### src/apd_consts.svh
// timing counts, field positions and clip level codes for the protection/diagnostic block
// assumes a 200 MHz system clock
`ifndef APD_CONSTS_SVH
`define APD_CONSTS_SVH
`define APD_CLK_MHZ 200
`define APD_DEBOUNCE_US 2
`define APD_DEBOUNCE_CYC (`APD_DEBOUNCE_US * `APD_CLK_MHZ)
`define APD_FMUTE_US 100
`define APD_FMUTE_CYC (`APD_FMUTE_US * `APD_CLK_MHZ)
`define APD_AC_TRIG_COUNT 3
// instruction byte one
`define APD_IB1_START 0
`define APD_IB1_DC_EN 1
`define APD_IB1_AC_EN 2
`define APD_IB1_CLIP_CH2 3
`define APD_IB1_CLIP_CH4 4
`define APD_IB1_CLIP_CH1 5
`define APD_IB1_CLIP_CH3 6
// instruction byte two
`define APD_IB2_LOAD_OFF 4
`define APD_IB2_TEMP_OFF 5
`define APD_IB2_CLIP_LO 6
// instruction byte three
`define APD_IB3_WARN_SEL 4
// status bytes
`define APD_DB2_POR 7
`define APD_DBX_OFFSET 2
`define APD_DBX_LOAD_LO 4
`define APD_DBX_LOAD_HI 5
`define APD_DBX_OVERTEMP 6
`define APD_DBX_SHORT 0
`define APD_DBX_MISSING 1
`define APD_DB2_LOW_BAT 0
`define APD_DB2_HIGH_BAT 1
`define APD_DB2_WARN 2
`define APD_DB2_OFF_TEMP 3
`define APD_CLIP_2PCT 2'h0
`define APD_CLIP_OFF 2'h3
`endif

### src/apd_pkg.sv
// types for the protection/diagnostic block
package apd_pkg;
  typedef enum logic [4:0] {
    APD_OFF = 5'h01,
    APD_WAIT_START = 5'h02,
    APD_STARTUP = 5'h04,
    APD_RUN = 5'h08,
    APD_HEADROOM = 5'h10
  } apd_state_t;
  typedef logic [7:0] apd_byte_t;
endpackage

### src/apd_sync_filter.sv
// two-flop synchroniser plus a stable-count debounce, one per bit
// assumes inputs are asynchronous analog comparator levels
`timescale 1ns/100ps
module apd_sync_filter #(
  parameter int WIDTH = 8,
  parameter int STABLE = 400
) (
  // clock and reset
  input wire logic clk_sys,
  input wire logic rst_sync_n,
  // levels
  input wire logic [WIDTH-1:0] raw,
  output logic [WIDTH-1:0] clean
);
  localparam int CW = $clog2(STABLE + 1);
  initial begin
    if (WIDTH < 1 || STABLE < 1) $error("apd_sync_filter: bad parameters");
  end
  logic [WIDTH-1:0] meta;
  logic [WIDTH-1:0] sync;
  always_ff @(posedge clk_sys or negedge rst_sync_n) begin
    if (!rst_sync_n) begin
      meta <= '0;
      sync <= '0;
    end else begin
      meta <= raw;
      sync <= meta;
    end
  end
  // a bit must hold for STABLE cycles before the output follows it
  for (genvar i = 0; i < WIDTH; i++) begin : g_bit
    logic [CW-1:0] cnt;
    wire differs = sync[i] != clean[i];
    always_ff @(posedge clk_sys or negedge rst_sync_n) begin
      if (!rst_sync_n) begin
        cnt <= '0;
        clean[i] <= 1'b0;
      end else if (!differs) begin
        cnt <= '0;
      end else if (cnt == CW'(STABLE - 1)) begin
        cnt <= '0;
        clean[i] <= sync[i];
      end else begin
        cnt <= cnt + 1'b1;
      end
    end
  end
endmodule // apd_sync_filter

### src/apd_protect.sv
// protection and diagnostic control of a four-channel bridge amplifier
// assumes analog comparators arrive asynchronously; the bus decoder on clk_sys supplies instruction bytes
`timescale 1ns/100ps
`include "apd_consts.svh"
module apd_protect
  import apd_pkg::*;
#(
  parameter int DEBOUNCE_CYC = `APD_DEBOUNCE_CYC,
  parameter int FMUTE_CYC = `APD_FMUTE_CYC,
  parameter int AC_TRIGS = `APD_AC_TRIG_COUNT
) (
  // clock and reset
  input wire logic clk_sys,
  input wire logic rst_n,
  // mode and instruction bytes from bus decoder
  input wire logic bus_mode,
  input wire apd_pkg::apd_byte_t instruction_byte_one,
  input wire apd_pkg::apd_byte_t instruction_byte_two,
  input wire apd_pkg::apd_byte_t instruction_byte_three,
  // host read strobes (one cycle, clk_sys domain)
  input wire logic rd_status,
  input wire logic rd_offset,
  // pins and analog comparators (asynchronous)
  input wire logic standby_pin_in,
  input wire logic low_headroom,
  input wire logic supply_above_mute,
  input wire logic supply_below_reset,
  input wire logic supply_low_bat,
  input wire logic supply_over,
  input wire logic temp_warn_lo,
  input wire logic temp_warn_hi,
  input wire logic temp_off,
  input wire logic ripple_reject_empty,
  input wire logic [3:0] clip_det,
  input wire logic [3:0] short_det,
  input wire logic [3:0] missing_det,
  input wire logic [3:0] offset_in_window,
  input wire logic [3:0] dc_line_driver,
  input wire logic [3:0] dc_open,
  input wire logic [3:0] ac_peak,
  // amplifier controls
  output logic fast_mute,
  output logic discharge_nodes,
  output logic amp_enable,
  output logic outputs_hiz,
  output logic gain_reduce,
  output logic dc_detect_run,
  output logic ac_detect_run,
  output logic warn_level_sel,
  output logic [1:0] clip_level,
  // open-drain indicator pins, oe low means pulled low
  output logic fault_indicator_pin_out,
  output logic fault_indicator_pin_oe_n,
  output logic standby_pin_out,
  output logic standby_pin_oe_n,
  // status bytes
  output apd_pkg::apd_byte_t status_byte_two,
  output apd_pkg::apd_byte_t channel_status_byte [4]
);
  if (AC_TRIGS < 1 || AC_TRIGS > 7) begin : g_bad_trigs
    $error("apd_protect: AC_TRIGS out of range");
  end
  if (FMUTE_CYC < 1) begin : g_bad_mute
    $error("apd_protect: FMUTE_CYC too small");
  end
  if (DEBOUNCE_CYC < 1) begin : g_bad_debounce
    $error("apd_protect: DEBOUNCE_CYC too small");
  end

  logic rst_meta;
  logic rst_sync_n;
  always_ff @(posedge clk_sys or negedge rst_n) begin
    if (!rst_n) begin
      rst_meta <= 1'b0;
      rst_sync_n <= 1'b0;
    end else begin
      rst_meta <= 1'b1;
      rst_sync_n <= rst_meta;
    end
  end

  localparam int NIN = 38;
  logic [NIN-1:0] clean;
  apd_sync_filter #(.WIDTH(NIN), .STABLE(DEBOUNCE_CYC)) u_filt (
    .clk_sys(clk_sys),
    .rst_sync_n(rst_sync_n),
    .raw({ac_peak, dc_open, dc_line_driver, offset_in_window, missing_det, short_det, clip_det,
          ripple_reject_empty, temp_off, temp_warn_hi, temp_warn_lo, supply_over, supply_low_bat,
          supply_below_reset, supply_above_mute, low_headroom, standby_pin_in}),
    .clean(clean)
  );
  wire stb = clean[0];
  wire hr_low = clean[1];
  wire above_mute = clean[2];
  wire below_reset = clean[3];
  wire low_bat = clean[4];
  wire over_v = clean[5];
  wire t_lo = clean[6];
  wire t_hi = clean[7];
  wire t_off = clean[8];
  wire rr_empty = clean[9];
  wire [3:0] clip = clean[13:10];
  wire [3:0] shrt = clean[17:14];
  wire [3:0] miss = clean[21:18];
  wire [3:0] in_win = clean[25:22];
  wire [3:0] ld_line = clean[29:26];
  wire [3:0] ld_open = clean[33:30];
  wire [3:0] peak = clean[37:34];

  // legacy mode ignores the start bit and treats every other bit as zero
  wire start_req = bus_mode ? instruction_byte_one[`APD_IB1_START] : 1'b1;
  wire dc_en = bus_mode & instruction_byte_one[`APD_IB1_DC_EN];
  wire ac_en = bus_mode & instruction_byte_one[`APD_IB1_AC_EN];
  wire [3:0] clip_to_stb = bus_mode ? {instruction_byte_one[`APD_IB1_CLIP_CH4],
                                       instruction_byte_one[`APD_IB1_CLIP_CH3],
                                       instruction_byte_one[`APD_IB1_CLIP_CH2],
                                       instruction_byte_one[`APD_IB1_CLIP_CH1]} : 4'h0;
  wire temp_on_fault = !bus_mode || !instruction_byte_two[`APD_IB2_TEMP_OFF];
  wire load_on_fault = !bus_mode || !instruction_byte_two[`APD_IB2_LOAD_OFF];
  wire [1:0] clip_sel = bus_mode ? instruction_byte_two[`APD_IB2_CLIP_LO +: 2] : `APD_CLIP_2PCT;
  wire clip_enabled = clip_sel != `APD_CLIP_OFF;
  wire warn_sel = bus_mode & instruction_byte_three[`APD_IB3_WARN_SEL];
  wire t_warn = warn_sel ? t_hi : t_lo;
  wire por_event = bus_mode & below_reset;

  apd_state_t state;
  apd_state_t next_state;
  logic por_flag;
  logic [$clog2(FMUTE_CYC+1)-1:0] mute_cnt;
  wire mute_done = mute_cnt == '0;

  always_comb begin
    next_state = state;
    case (state)
      APD_OFF: if (stb) next_state = APD_WAIT_START;
      APD_WAIT_START: if (!stb) next_state = APD_OFF;
        else if (start_req && !por_flag && above_mute) next_state = APD_STARTUP;
      APD_STARTUP: if (!stb) next_state = APD_OFF;
        else if (hr_low) next_state = APD_HEADROOM;
        else if (rr_empty == 1'b0 && !below_reset) next_state = APD_RUN;
      APD_RUN: if (!stb) next_state = APD_OFF;
        else if (hr_low) next_state = APD_HEADROOM;
      APD_HEADROOM: if (mute_done && rr_empty) begin
          // headroom recovery parks the amplifier in APD_WAIT_START once the mute count ends and rr_empty is set
          next_state = APD_WAIT_START;
        end
      default: next_state = APD_OFF;
    endcase
    if (por_event || t_off) next_state = stb ? APD_WAIT_START : APD_OFF;
  end

  always_ff @(posedge clk_sys or negedge rst_sync_n) begin
    if (!rst_sync_n) begin
      state <= APD_OFF;
      mute_cnt <= '0;
    end else begin
      state <= next_state;
      if (next_state == APD_HEADROOM && state != APD_HEADROOM) begin
        mute_cnt <= ($bits(mute_cnt))'(FMUTE_CYC);
      end else if (!mute_done) begin
        mute_cnt <= mute_cnt - 1'b1;
      end
    end
  end

  // power-on flag: standby rising in bus mode is a power-on reset too
  wire por_set = por_event | (bus_mode & (state == APD_OFF) & stb);
  // in bus mode only a fresh start command clears it; a start bit left set across a supply drop must not restart
  logic start_q;
  always_ff @(posedge clk_sys or negedge rst_sync_n) begin
    if (!rst_sync_n) begin
      start_q <= 1'b0;
    end else begin
      start_q <= start_req;
    end
  end
  wire start_rise = start_req & !start_q;
  // legacy mode has no power-on flag to wait on
  wire por_clr = (state == APD_WAIT_START) & (!bus_mode | start_rise);

  // the set wins over the start-bit clear
  always_ff @(posedge clk_sys or negedge rst_sync_n) begin
    if (!rst_sync_n) begin
      por_flag <= 1'b0;
    end else if (por_set) begin
      por_flag <= 1'b1;
    end else if (por_clr) begin
      por_flag <= 1'b0;
    end
  end
  wire por_pending = por_flag;

  // AC peak counters, active only after start-up completed
  logic [2:0] ac_cnt [4];
  logic [3:0] peak_q;
  logic [3:0] ac_hit;
  assign ac_detect_run = ac_en & (state == APD_RUN);
  wire [3:0] peak_rise = peak & ~peak_q;
  always_ff @(posedge clk_sys or negedge rst_sync_n) begin
    if (!rst_sync_n) begin
      peak_q <= 4'h0;
    end else begin
      peak_q <= peak;
    end
  end
  for (genvar c = 0; c < 4; c++) begin : g_ac
    always_ff @(posedge clk_sys or negedge rst_sync_n) begin
      if (!rst_sync_n) begin
        ac_cnt[c] <= 3'h0;
        ac_hit[c] <= 1'b0;
      end else if (!ac_detect_run) begin
        ac_cnt[c] <= 3'h0;
      end else if (peak_rise[c]) begin
        if (ac_cnt[c] == 3'(AC_TRIGS - 1)) ac_hit[c] <= 1'b1;
        else ac_cnt[c] <= ac_cnt[c] + 3'h1;
      end else if (rd_status && !(ac_hit[c] && ac_cnt[c] == 3'(AC_TRIGS - 1))) begin
        ac_hit[c] <= 1'b0;
      end
    end
  end

  // DC load result stored during start-up, kept while AC detection runs
  logic [1:0] dc_res [4];
  assign dc_detect_run = dc_en & (state == APD_STARTUP);
  // latched channel faults and offset latches
  logic [3:0] short_lat;
  logic [3:0] miss_lat;
  logic [3:0] off_lat;
  logic [3:0] off_block;
  for (genvar c = 0; c < 4; c++) begin : g_ch
    always_ff @(posedge clk_sys or negedge rst_sync_n) begin
      if (!rst_sync_n) begin
        dc_res[c] <= 2'h0;
        short_lat[c] <= 1'b0;
        miss_lat[c] <= 1'b0;
        off_lat[c] <= 1'b0;
        off_block[c] <= 1'b0;
      end else begin
        if (dc_detect_run) dc_res[c] <= ld_open[c] ? 2'h3 : (ld_line[c] ? 2'h2 : 2'h0);
        short_lat[c] <= shrt[c] | (short_lat[c] & !rd_status);
        miss_lat[c] <= miss[c] | (miss_lat[c] & !rd_status);
        if (in_win[c]) begin
          off_lat[c] <= 1'b0;
          off_block[c] <= 1'b1;
        end else if (rd_offset) begin
          off_lat[c] <= !off_block[c];
          off_block[c] <= 1'b0;
        end
      end
    end
    // D4 carries the AC result while AC detection is on, the stored DC bit otherwise
    wire d4 = ac_en ? ac_hit[c] : dc_res[c][0];
    assign channel_status_byte[c] = {1'b0, t_warn, dc_res[c][1], d4, 1'b0, off_lat[c],
                                     miss_lat[c], short_lat[c]};
  end

  // supply and thermal latches
  logic low_bat_lat;
  logic high_bat_lat;
  logic warn_lat;
  logic toff_lat;
  always_ff @(posedge clk_sys or negedge rst_sync_n) begin
    if (!rst_sync_n) begin
      low_bat_lat <= 1'b0;
      high_bat_lat <= 1'b0;
      warn_lat <= 1'b0;
      toff_lat <= 1'b0;
    end else begin
      low_bat_lat <= low_bat | (low_bat_lat & !rd_status);
      high_bat_lat <= over_v | (high_bat_lat & !rd_status);
      warn_lat <= t_warn | (warn_lat & !rd_status);
      toff_lat <= t_off | (toff_lat & !rd_status);
    end
  end
  assign status_byte_two = {por_flag, 3'h0, toff_lat, warn_lat, high_bat_lat, low_bat_lat};

  // fault pin follows live conditions, except the power-on flag latched in bus mode, so it releases as soon as a failure clears
  wire fixed_src = (bus_mode & por_pending) | low_bat | over_v;
  wire load_src = load_on_fault & |(shrt | miss);
  wire temp_src = temp_on_fault & t_warn;
  wire clip_fault_indicator_pin = clip_enabled & |(clip & ~clip_to_stb);
  wire clip_stb = clip_enabled & |(clip & clip_to_stb);
  wire fault_low = fixed_src | load_src | temp_src | clip_fault_indicator_pin;

  wire in_amp_state = (state == APD_STARTUP) || (state == APD_RUN);
  always_ff @(posedge clk_sys or negedge rst_sync_n) begin
    if (!rst_sync_n) begin
      fault_indicator_pin_oe_n <= 1'b1;
      standby_pin_oe_n <= 1'b1;
      fast_mute <= 1'b1;
      discharge_nodes <= 1'b0;
      amp_enable <= 1'b0;
      outputs_hiz <= 1'b1;
      gain_reduce <= 1'b0;
      warn_level_sel <= 1'b0;
      clip_level <= 2'h0;
    end else begin
      fault_indicator_pin_oe_n <= !fault_low;
      standby_pin_oe_n <= !clip_stb;
      fast_mute <= !stb || (state != APD_RUN);
      discharge_nodes <= (state == APD_HEADROOM) && mute_done;
      amp_enable <= in_amp_state && !t_off && above_mute;
      outputs_hiz <= over_v;
      gain_reduce <= t_warn;
      warn_level_sel <= warn_sel;
      clip_level <= clip_sel;
    end
  end
  assign fault_indicator_pin_out = 1'b0;
  assign standby_pin_out = 1'b0;
endmodule // apd_protect

### config.mk
export PLATFORM = sky130hd
export DESIGN_NAME = apd_protect
export DESIGN_NICKNAME = d
export VERILOG_FILES = /design/src/apd_pkg.sv /design/src/apd_sync_filter.sv /design/src/apd_protect.sv
export VERILOG_INCLUDE_DIRS = /design/src
export SDC_FILE = /design/constraint.sdc
export NUM_CORES = 1
export LEC_CHECK = 0
export BUFFER_PORTS_ARGS = -buffer_cell sky130_fd_sc_hd__buf_2
export CELL_PAD_IN_SITES_DETAIL_PLACEMENT = 0
export CELL_PAD_IN_SITES_GLOBAL_PLACEMENT = 1
export CORE_UTILIZATION = 28
export DETAILED_ROUTE_END_ITERATION = 8
export PLACE_DENSITY = 0.57
export SYNTH_ARGS = -nofsm -noshare
export SYNTH_HDL_FRONTEND = slang
export SYNTH_SLANG_ARGS = --single-unit
### constraint.sdc
create_clock -name clk_sys -period 39.2 [get_ports clk_sys]
set_input_delay 3.92 -clock clk_sys [delete_from_list [all_inputs] [get_ports clk_sys]]
set_output_delay 3.92 -clock clk_sys [all_outputs]
set_load 0.03 [all_outputs]
==> results of run 1 <==
## Yosys cell counts (4+ instances only)
cell,n,area (um^2)
a21oi_1,24,120
nand2b_1,6,37.5
nor2_1,389,1460
xnor2_1,159,1390
mux2i_1,5,50.1
o21ai_0,7,35.0
a21o_1,16,120
and3_1,99,619
nor2b_1,7,43.8
nand2_1,104,390
nor3_1,4,20.0
clkbuf_1,5,18.8
xor2_1,165,1450
inv_1,15,56.3
mux2_2,46,518
and2_1,20,125
a22oi_1,5,37.5
or3_1,5,31.3
dfstp_2,5,131
nor4_1,4,25.0
nand4_1,5,31.3
ha_1,48,601
dfrtp_1,533,13300
nor4b_1,38,333
nand3_1,161,806
buf_4,33,248
## worst paths after layout
path,start,to,slack (ns)
max reg2reg,rst_sync_n$_DFF_PN0_,u_filt.g_bit[20].cnt[7]$_DFF_PN0_,36.06
max,bus_mode,ac_detect_run,29.52
min,rst_sync_n$_DFF_PN0_,u_filt.meta[13]$_DFF_PN0_,0.30
min in group clk_sys,u_filt.meta[16]$_DFF_PN0_,u_filt.sync[16]$_DFF_PN0_,0.35
max in group asynchronous,rst_n,rst_sync_n$_DFF_PN0_,36.01
min reg2reg,rst_sync_n$_DFF_PN0_,u_filt.meta[13]$_DFF_PN0_,0.30
## report_power, final
group          total, mW  switching, mW  internal [mW]
combinational     0.0397         0.0269         0.0129
sequential         0.580         0.0102          0.570
clock              0.572          0.224          0.348
## registers in the layout, summed over array words and instances, names as in the netlist, 2 cells and up
name,cells
u_filt.g_bit.cnt,342
u_filt.clean,38
u_filt.meta,38
u_filt.sync,38
channel_status_byte,16
mute_cnt,15
ac_cnt,12
state,5
ac_hit,4
dc_res,4
off_block,4
peak_q,4
clip_level,2
## logic make-up after synthesis
| logic type | count (synthesis) |
|---|---|
| and+or+nand+nor | 863 |
| DFF | 538 |
| xor gates and xnor gates | 324 |
| AOI/OAI and AO/OA | 68 |
| buffers and inverters | 57 |
| muxes | 51 |
| adders and majority gates | 48 |
| other | 2 |
## final cells by class
class / instances / area share (%)
tap: 1050 / 5.04
timing repair buffer: 101 / 2.05
inverter: 15 / 0.216
multi-input combinational: 1368 / 33.2
clock buffer: 98 / 7.00
sequential: 538 / 51.7
antenna: 1 / 0.00960
clock inverter: 13 / 0.754
## routing by layer
metal | vias to the layer above | global-route usage (%) | routed length (um)
met5 | - | 0 | 0
met1 | 6783 | 14.5 | 20200
li1 | 6739 | - | -
met2 | 154 | 17.0 | 19200
met3 | 83 | 2.09 | 1520
met4 | 0 | 3.44 | 1190
==> flow_summary.rst, run 1 <==
.. list-table::
   :header-rows: 1

   * - Metric
     - Value
   * - Outcome
     - completed
   * - Cell at the root of the clock tree
     - clkbuf_16
   * - Placed cells
     - 3072
   * - Final critical-path required period
     - 9.68 ns
   * - Combined area of the multi-input logic cells
     - 8660 um^2
   * - Largest driver fanout on the critical path
     - 17
   * - Die H
     - 285 um
   * - Category of the worst setup path launch point
     - input port
   * - First-pass GRT wire length
     - 72200 um
   * - Simple-gate portion of the synthesized area
     - 18.5%
   * - Clock buffer depth
     - 3
   * - Seq cells post-synth
     - 538
   * - Worst path arrival time
     - 5.76 ns
   * - FF-to-FF path depth
     - 3
   * - HPWL reported at the end of detailed placement
     - 27800 um
   * - Fin worst setup slack
     - 29.52 ns
   * - Total global-route track usage
     - 10.7%
   * - Vias in the first global route
     - 14301
   * - Clock buffers created by TritonCTS
     - 61
   * - Number of warning messages in the yosys log
     - 0
   * - Layout Skew
     - 0.0135 ns
   * - Clock latency on the worst-skew pair
     - 0.60 ns
   * - Worst hold-check path type
     - reg2async
   * - Most common library cell in the layout ignoring fill and taps
     - dfrtp_1
   * - Area of all placed cells without fillers
     - 26100 um^2
   * - Final Hold Viols
     - 0
   * - Primary FF master, synth
     - dfrtp_1
   * - Required arrival time at the worst endpoint
     - 35.28 ns
   * - Sequential-to-total area share from yosys stat
     - 60.0%
   * - Area share of fa/ha/maj cells after synthesis
     - 2.68%
   * - Maximum single-stage delay on the critical path
     - 0.62 ns
   * - Unrepaired setup endpoints after global routing
     - no
   * - Placement row count
     - 103
   * - 1st-iter DRT viols
     - 609
   * - Crit path capture type
     - primary output
   * - Quantity of I/O buffers inserted on ports
     - 95
   * - Number of I/O pins
     - 121
   * - Total congestion overflow
     - 0
   * - Cell family with most CP delay
     - buffers and inverters
   * - TritonCTS clock tree
     - built
   * - Buffers & Inverters on Critical Path
     - 3
   * - Initial antenna violation count
     - 3
   * - Total power
     - 1.19 mW
   * - Synthesis-to-layout area growth
     - 16.1%
   * - Sequential cell area
     - 13500 um^2
   * - Mean instance size in the synthesized netlist
     - 11.5 um^2
   * - Area fraction in compound gates after synthesis
     - 2.03%
   * - Sink Count
     - 538
   * - FFs w/ async S/R, synth
     - 100%
   * - Critical path type
     - in2out
   * - Number of logic stages on the critical path including buffering
     - 4
   * - Htree depth
     - 2
   * - Final Net Count
     - 2200
   * - Period Utilization, post-route
     - 24.7%
   * - Highest-count cells in the layout ignoring fill and taps
     - dfrtp_1 (532), nor2_1 (389), xor2_1 (165)
   * - Worst-path cell with the longest stage delay
     - nand4_1
   * - Gp weighted congestion
     - 0.751
   * - DR DRC count
     - 0
   * - Mux contribution to synthesized area
     - 2.53%
   * - Combinational family with the most area after synthesis
     - simple AND/OR/NAND/NOR gates
   * - Clock-pin slew reported for the worst setup and hold paths after clock tree synthesis
     - 0.06 ns
   * - Total number of vias
     - 13759
   * - Power density over the cells
     - 45.7 nW/um^2
   * - Worst Hold Margin
     - 0.304 ns
   * - Starting density of the core
     - 28.4%
   * - Max-slew headroom at the worst pin
     - 37.0%
   * - EDFF count, synth
     - 0
   * - Most repeated library cell on the critical path
     - buf_2
   * - End-of-flow core utilization
     - 32.9%
   * - Cell area after placement
     - 24000 um^2
   * - Non-filler cells, final
     - 3184
   * - Critical path cell sequence
     - buf_2 > nand4_1 > inv_1 > buf_2
   * - Number of pins with negative max-slew slack in the final report
     - 0
   * - Max-cap viol count
     - 0
   * - Share of final-layout standard cells stronger than drive strength 1
     - 12.2%
   * - DIE AREA
     - 81300 um^2
   * - Total iterations of the first detailed-routing run
     - 6
   * - Total core area
     - 79100 um^2
   * - Final sum of negative setup slack
     - 0 ns
   * - Synthesized-area fraction occupied by xor and xnor cells
     - 12.6%
   * - DRT Wirelength
     - 42100 um
   * - Average wire length per cell after detail routing
     - 13.2 um
   * - Worst slack after detailed placement
     - 29.43 ns
   * - Largest net degree at the start of global routing
     - 168
   * - Fillers
     - 8005
   * - Setup Viol. Count Final
     - 0
   * - Leakage dissipation
     - 12.2 nW
   * - Die Wd
     - 285 um
   * - Least-Margin Pin Slew
     - 0.945 ns
   * - Resize count post-CTS
     - 0
   * - Cell Area, Synth
     - 22500 um^2
   * - Number of setup buffers added after CTS
     - 0
   * - Count of cell types in the netlist
     - 60
   * - Highest achievable clock rate
     - 103 MHz
   * - Worst vdd rail ir drop
     - 26.9 uV
   * - Post-detailed-route count of antenna-violating nets
     - 0
   * - Hold-fix buffers, CTS
     - 0
   * - Average vias per placed instance
     - 4.32
   * - Gate count of the mapped netlist
     - 1951
Note: power is estimated with default switching activity, not from simulation.
==> run 2: changes to the inputs <==
Settings changed: PLACE_DENSITY 0.57 to 0.59.
Clock period 39.2 ns to 8.1 ns, I/O delays scaled along.
==> run 2 against run 1 <==
Compared with the run above:
- core utilization is 0.25 points higher
- clock-buffer cell count is 5 lower
- sequential power grew to 4.8 times the previous value
- critical path depth stayed put
- first-iteration DRC count is 22% higher
- clock power grew to 5.2 times the previous value
- setup slack worse by 25 ns
- wire length is 1.1% higher
- total power grew to 5.0 times the previous value
- sequential share of layout area is 0.39 points lower
- clock skew is 0.0085 ns higher
- highest routed layer is now met5
==> flow_summary.rst, run 2 (synthesis results as in run 1) <==
.. list-table::
   :header-rows: 1

   * - Metric
     - Value
   * - Outcome
     - completed
   * - Largest net degree at the start of global routing
     - 157
   * - Clock latency on the worst-skew pair
     - 0.60 ns
   * - Category of the worst setup path launch point
     - input port
   * - Clock buffers created by TritonCTS
     - 66
   * - Least-Margin Pin Slew
     - 0.948 ns
   * - Power density over the cells
     - 228 nW/um^2
   * - Largest driver fanout on the critical path
     - 17
   * - Destination of the worst register-to-register timing path
     - u_filt.sync[30]$_DFF_PN0_
   * - DR DRC count
     - 0
   * - Number of I/O pins
     - 121
   * - Vias in the first global route
     - 14516
   * - Post-detailed-route count of antenna-violating nets
     - 0
   * - Resize count post-CTS
     - 0
   * - Unrepaired setup endpoints after global routing
     - no
   * - Non-filler cells, final
     - 3188
   * - Fillers
     - 7951
   * - Highest achievable clock rate
     - 278 MHz
   * - Total global-route track usage
     - 10.8%
   * - Final Net Count
     - 2205
   * - Die Wd
     - 285 um
   * - Clock buffer depth
     - 3
   * - 1st-iter DRT viols
     - 743
   * - Quantity of I/O buffers inserted on ports
     - 95
   * - Die H
     - 285 um
   * - Average wire length per cell after detail routing
     - 13.3 um
   * - Htree depth
     - 3
   * - Crit path capture type
     - primary output
   * - Placed cells
     - 3071
   * - Highest-count cells in the layout ignoring fill and taps
     - dfrtp_1 (532), nor2_1 (389), xor2_1 (165)
   * - Top reg by flops
     - u_filt.g_bit.cnt
   * - Setup Viol. Count Final
     - 0
   * - Final Hold Viols
     - 0
   * - Total number of vias
     - 13832
   * - HPWL reported at the end of detailed placement
     - 28100 um
   * - Starting density of the core
     - 28.4%
   * - Sink Count
     - 538
   * - Crit. Startpoint
     - bus_mode
   * - Total congestion overflow
     - 0
   * - Most common library cell in the layout ignoring fill and taps
     - dfrtp_1
   * - Largest register FFs
     - 342
   * - DIE AREA
     - 81300 um^2
   * - Total core area
     - 79100 um^2
   * - Startpoint of the worst register-to-register path
     - rst_sync_n$_DFF_PN0_
   * - Number of pins with negative max-slew slack in the final report
     - 0
   * - Placement row count
     - 103
   * - Final critical-path required period
     - 3.59 ns
   * - Cell at the root of the clock tree
     - clkbuf_16
   * - Clock-pin slew reported for the worst setup and hold paths after clock tree synthesis
     - 0.06 ns
   * - Gp weighted congestion
     - 0.766
   * - Initial antenna violation count
     - 5
   * - Max-cap viol count
     - 0
   * - Final sum of negative setup slack
     - 0 ns
   * - Worst vdd rail ir drop
     - 121 uV
   * - Required arrival time at the worst endpoint
     - 7.29 ns
   * - Layout Skew
     - 0.0220 ns
   * - TritonCTS clock tree
     - built
   * - Average vias per placed instance
     - 4.34
   * - Worst path arrival time
     - 2.78 ns
   * - Worst hold-check path type
     - in2reg
   * - Critical path capture point
     - ac_detect_run
   * - Max-slew headroom at the worst pin
     - 36.8%
   * - DRT Wirelength
     - 42600 um
   * - Number of antenna diodes
     - 0
   * - Share of final-layout standard cells stronger than drive strength 1
     - 12.8%
   * - Synthesis-to-layout area growth
     - 17.0%
   * - Leakage dissipation
     - 12.3 nW
   * - Total iterations of the first detailed-routing run
     - 4
   * - Period Utilization, post-route
     - 44.3%
   * - Setup slack of the most critical reg-to-reg path
     - 5.61 ns
   * - First-pass GRT wire length
     - 72200 um
   * - Critical path type
     - in2out
   * - FF-to-FF path depth
     - 2
## run 2: per-stage QoR
stage / utilization (%) / cell area, um^2 / setup slack [ns] / hold slack, ns / power (mW)
2_1_floorplan: - / 22500 / 2.87 / 0.331 / 2.98
3_3_place_gp: 30.4 / 24000 / 4.37 / 0.332 / 3.05
3_5_place_dp: 30.4 / 24000 / 4.32 / 0.335 / 3.06
4_1_cts: 33.2 / 26300 / 4.32 / 0.263 / 6.13
5_1_grt: 33.2 / 26300 / 4.22 / 0.278 / 6.26
6_report: 33.2 / 26300 / 4.51 / 0.313 / 5.98
## run 2: per-layer routing
| metal | vias to the layer above | wire (um) | track usage [%] |
|---|---|---|---|
| met5 | - | 26 | 0 |
| met4 | 4 | 1090 | 4.39 |
| met3 | 74 | 2000 | 2.46 |
| met2 | 170 | 19300 | 16.9 |
| met1 | 6833 | 20100 | 14.2 |
| li1 | 6751 | - | - |
## run 2: worst min path at each step
stage | cells past startpoint | to | slack, ns | start
final | 1 | u_filt.meta[6]$_DFF_PN0_ | 0.31 | temp_warn_lo
after global routing | 1 | u_filt.meta[7]$_DFF_PN0_ | 0.28 | temp_warn_hi
after CTS | 1 | u_filt.meta[6]$_DFF_PN0_ | 0.26 | temp_warn_lo
after detailed placement | 0 | rst_sync_n$_DFF_PN0_ | 0.33 | rst_meta$_DFF_PN0_
after global placement | 0 | u_filt.sync[21]$_DFF_PN0_ | 0.33 | u_filt.meta[21]$_DFF_PN0_
after floorplan | 0 | rst_sync_n$_DFF_PN0_ | 0.33 | rst_meta$_DFF_PN0_
## run 2: timing repair
action,4_1_cts,5_1_grt
endpoints found under the hold margin,2,0
setup buffers,0,0
hold buffers,1,0
## run 2: report_power, final
part | total (mW) | internal [mW] | switching [mW] | leakage [nW]
registers | 2.81 | 2.76 | 0.0500 | 7.14
logic | 0.192 | 0.0629 | 0.129 | 4.08
clock network | 2.98 | 1.82 | 1.16 | 1.09
total | 5.98 | 4.64 | 1.34 | 12.3
## run 2: worst max-delay path: stages
cell	delay, ns
buf_2	0.49
nand4_1	0.72
inv_1	0.42
buf_2	0.31
## run 2: area by class of cell
class / count / area, um^2 / area share (%)
clock inverters: 23 / 295 / 1.12
clock buffers: 93 / 1910 / 7.29
multi-input cells: 1368 / 8660 / 33.0
repair buffers: 101 / 548 / 2.09
inverters: 15 / 56.3 / 0.214
flip-flops and latches: 538 / 13500 / 51.3
well taps: 1050 / 1310 / 5.00
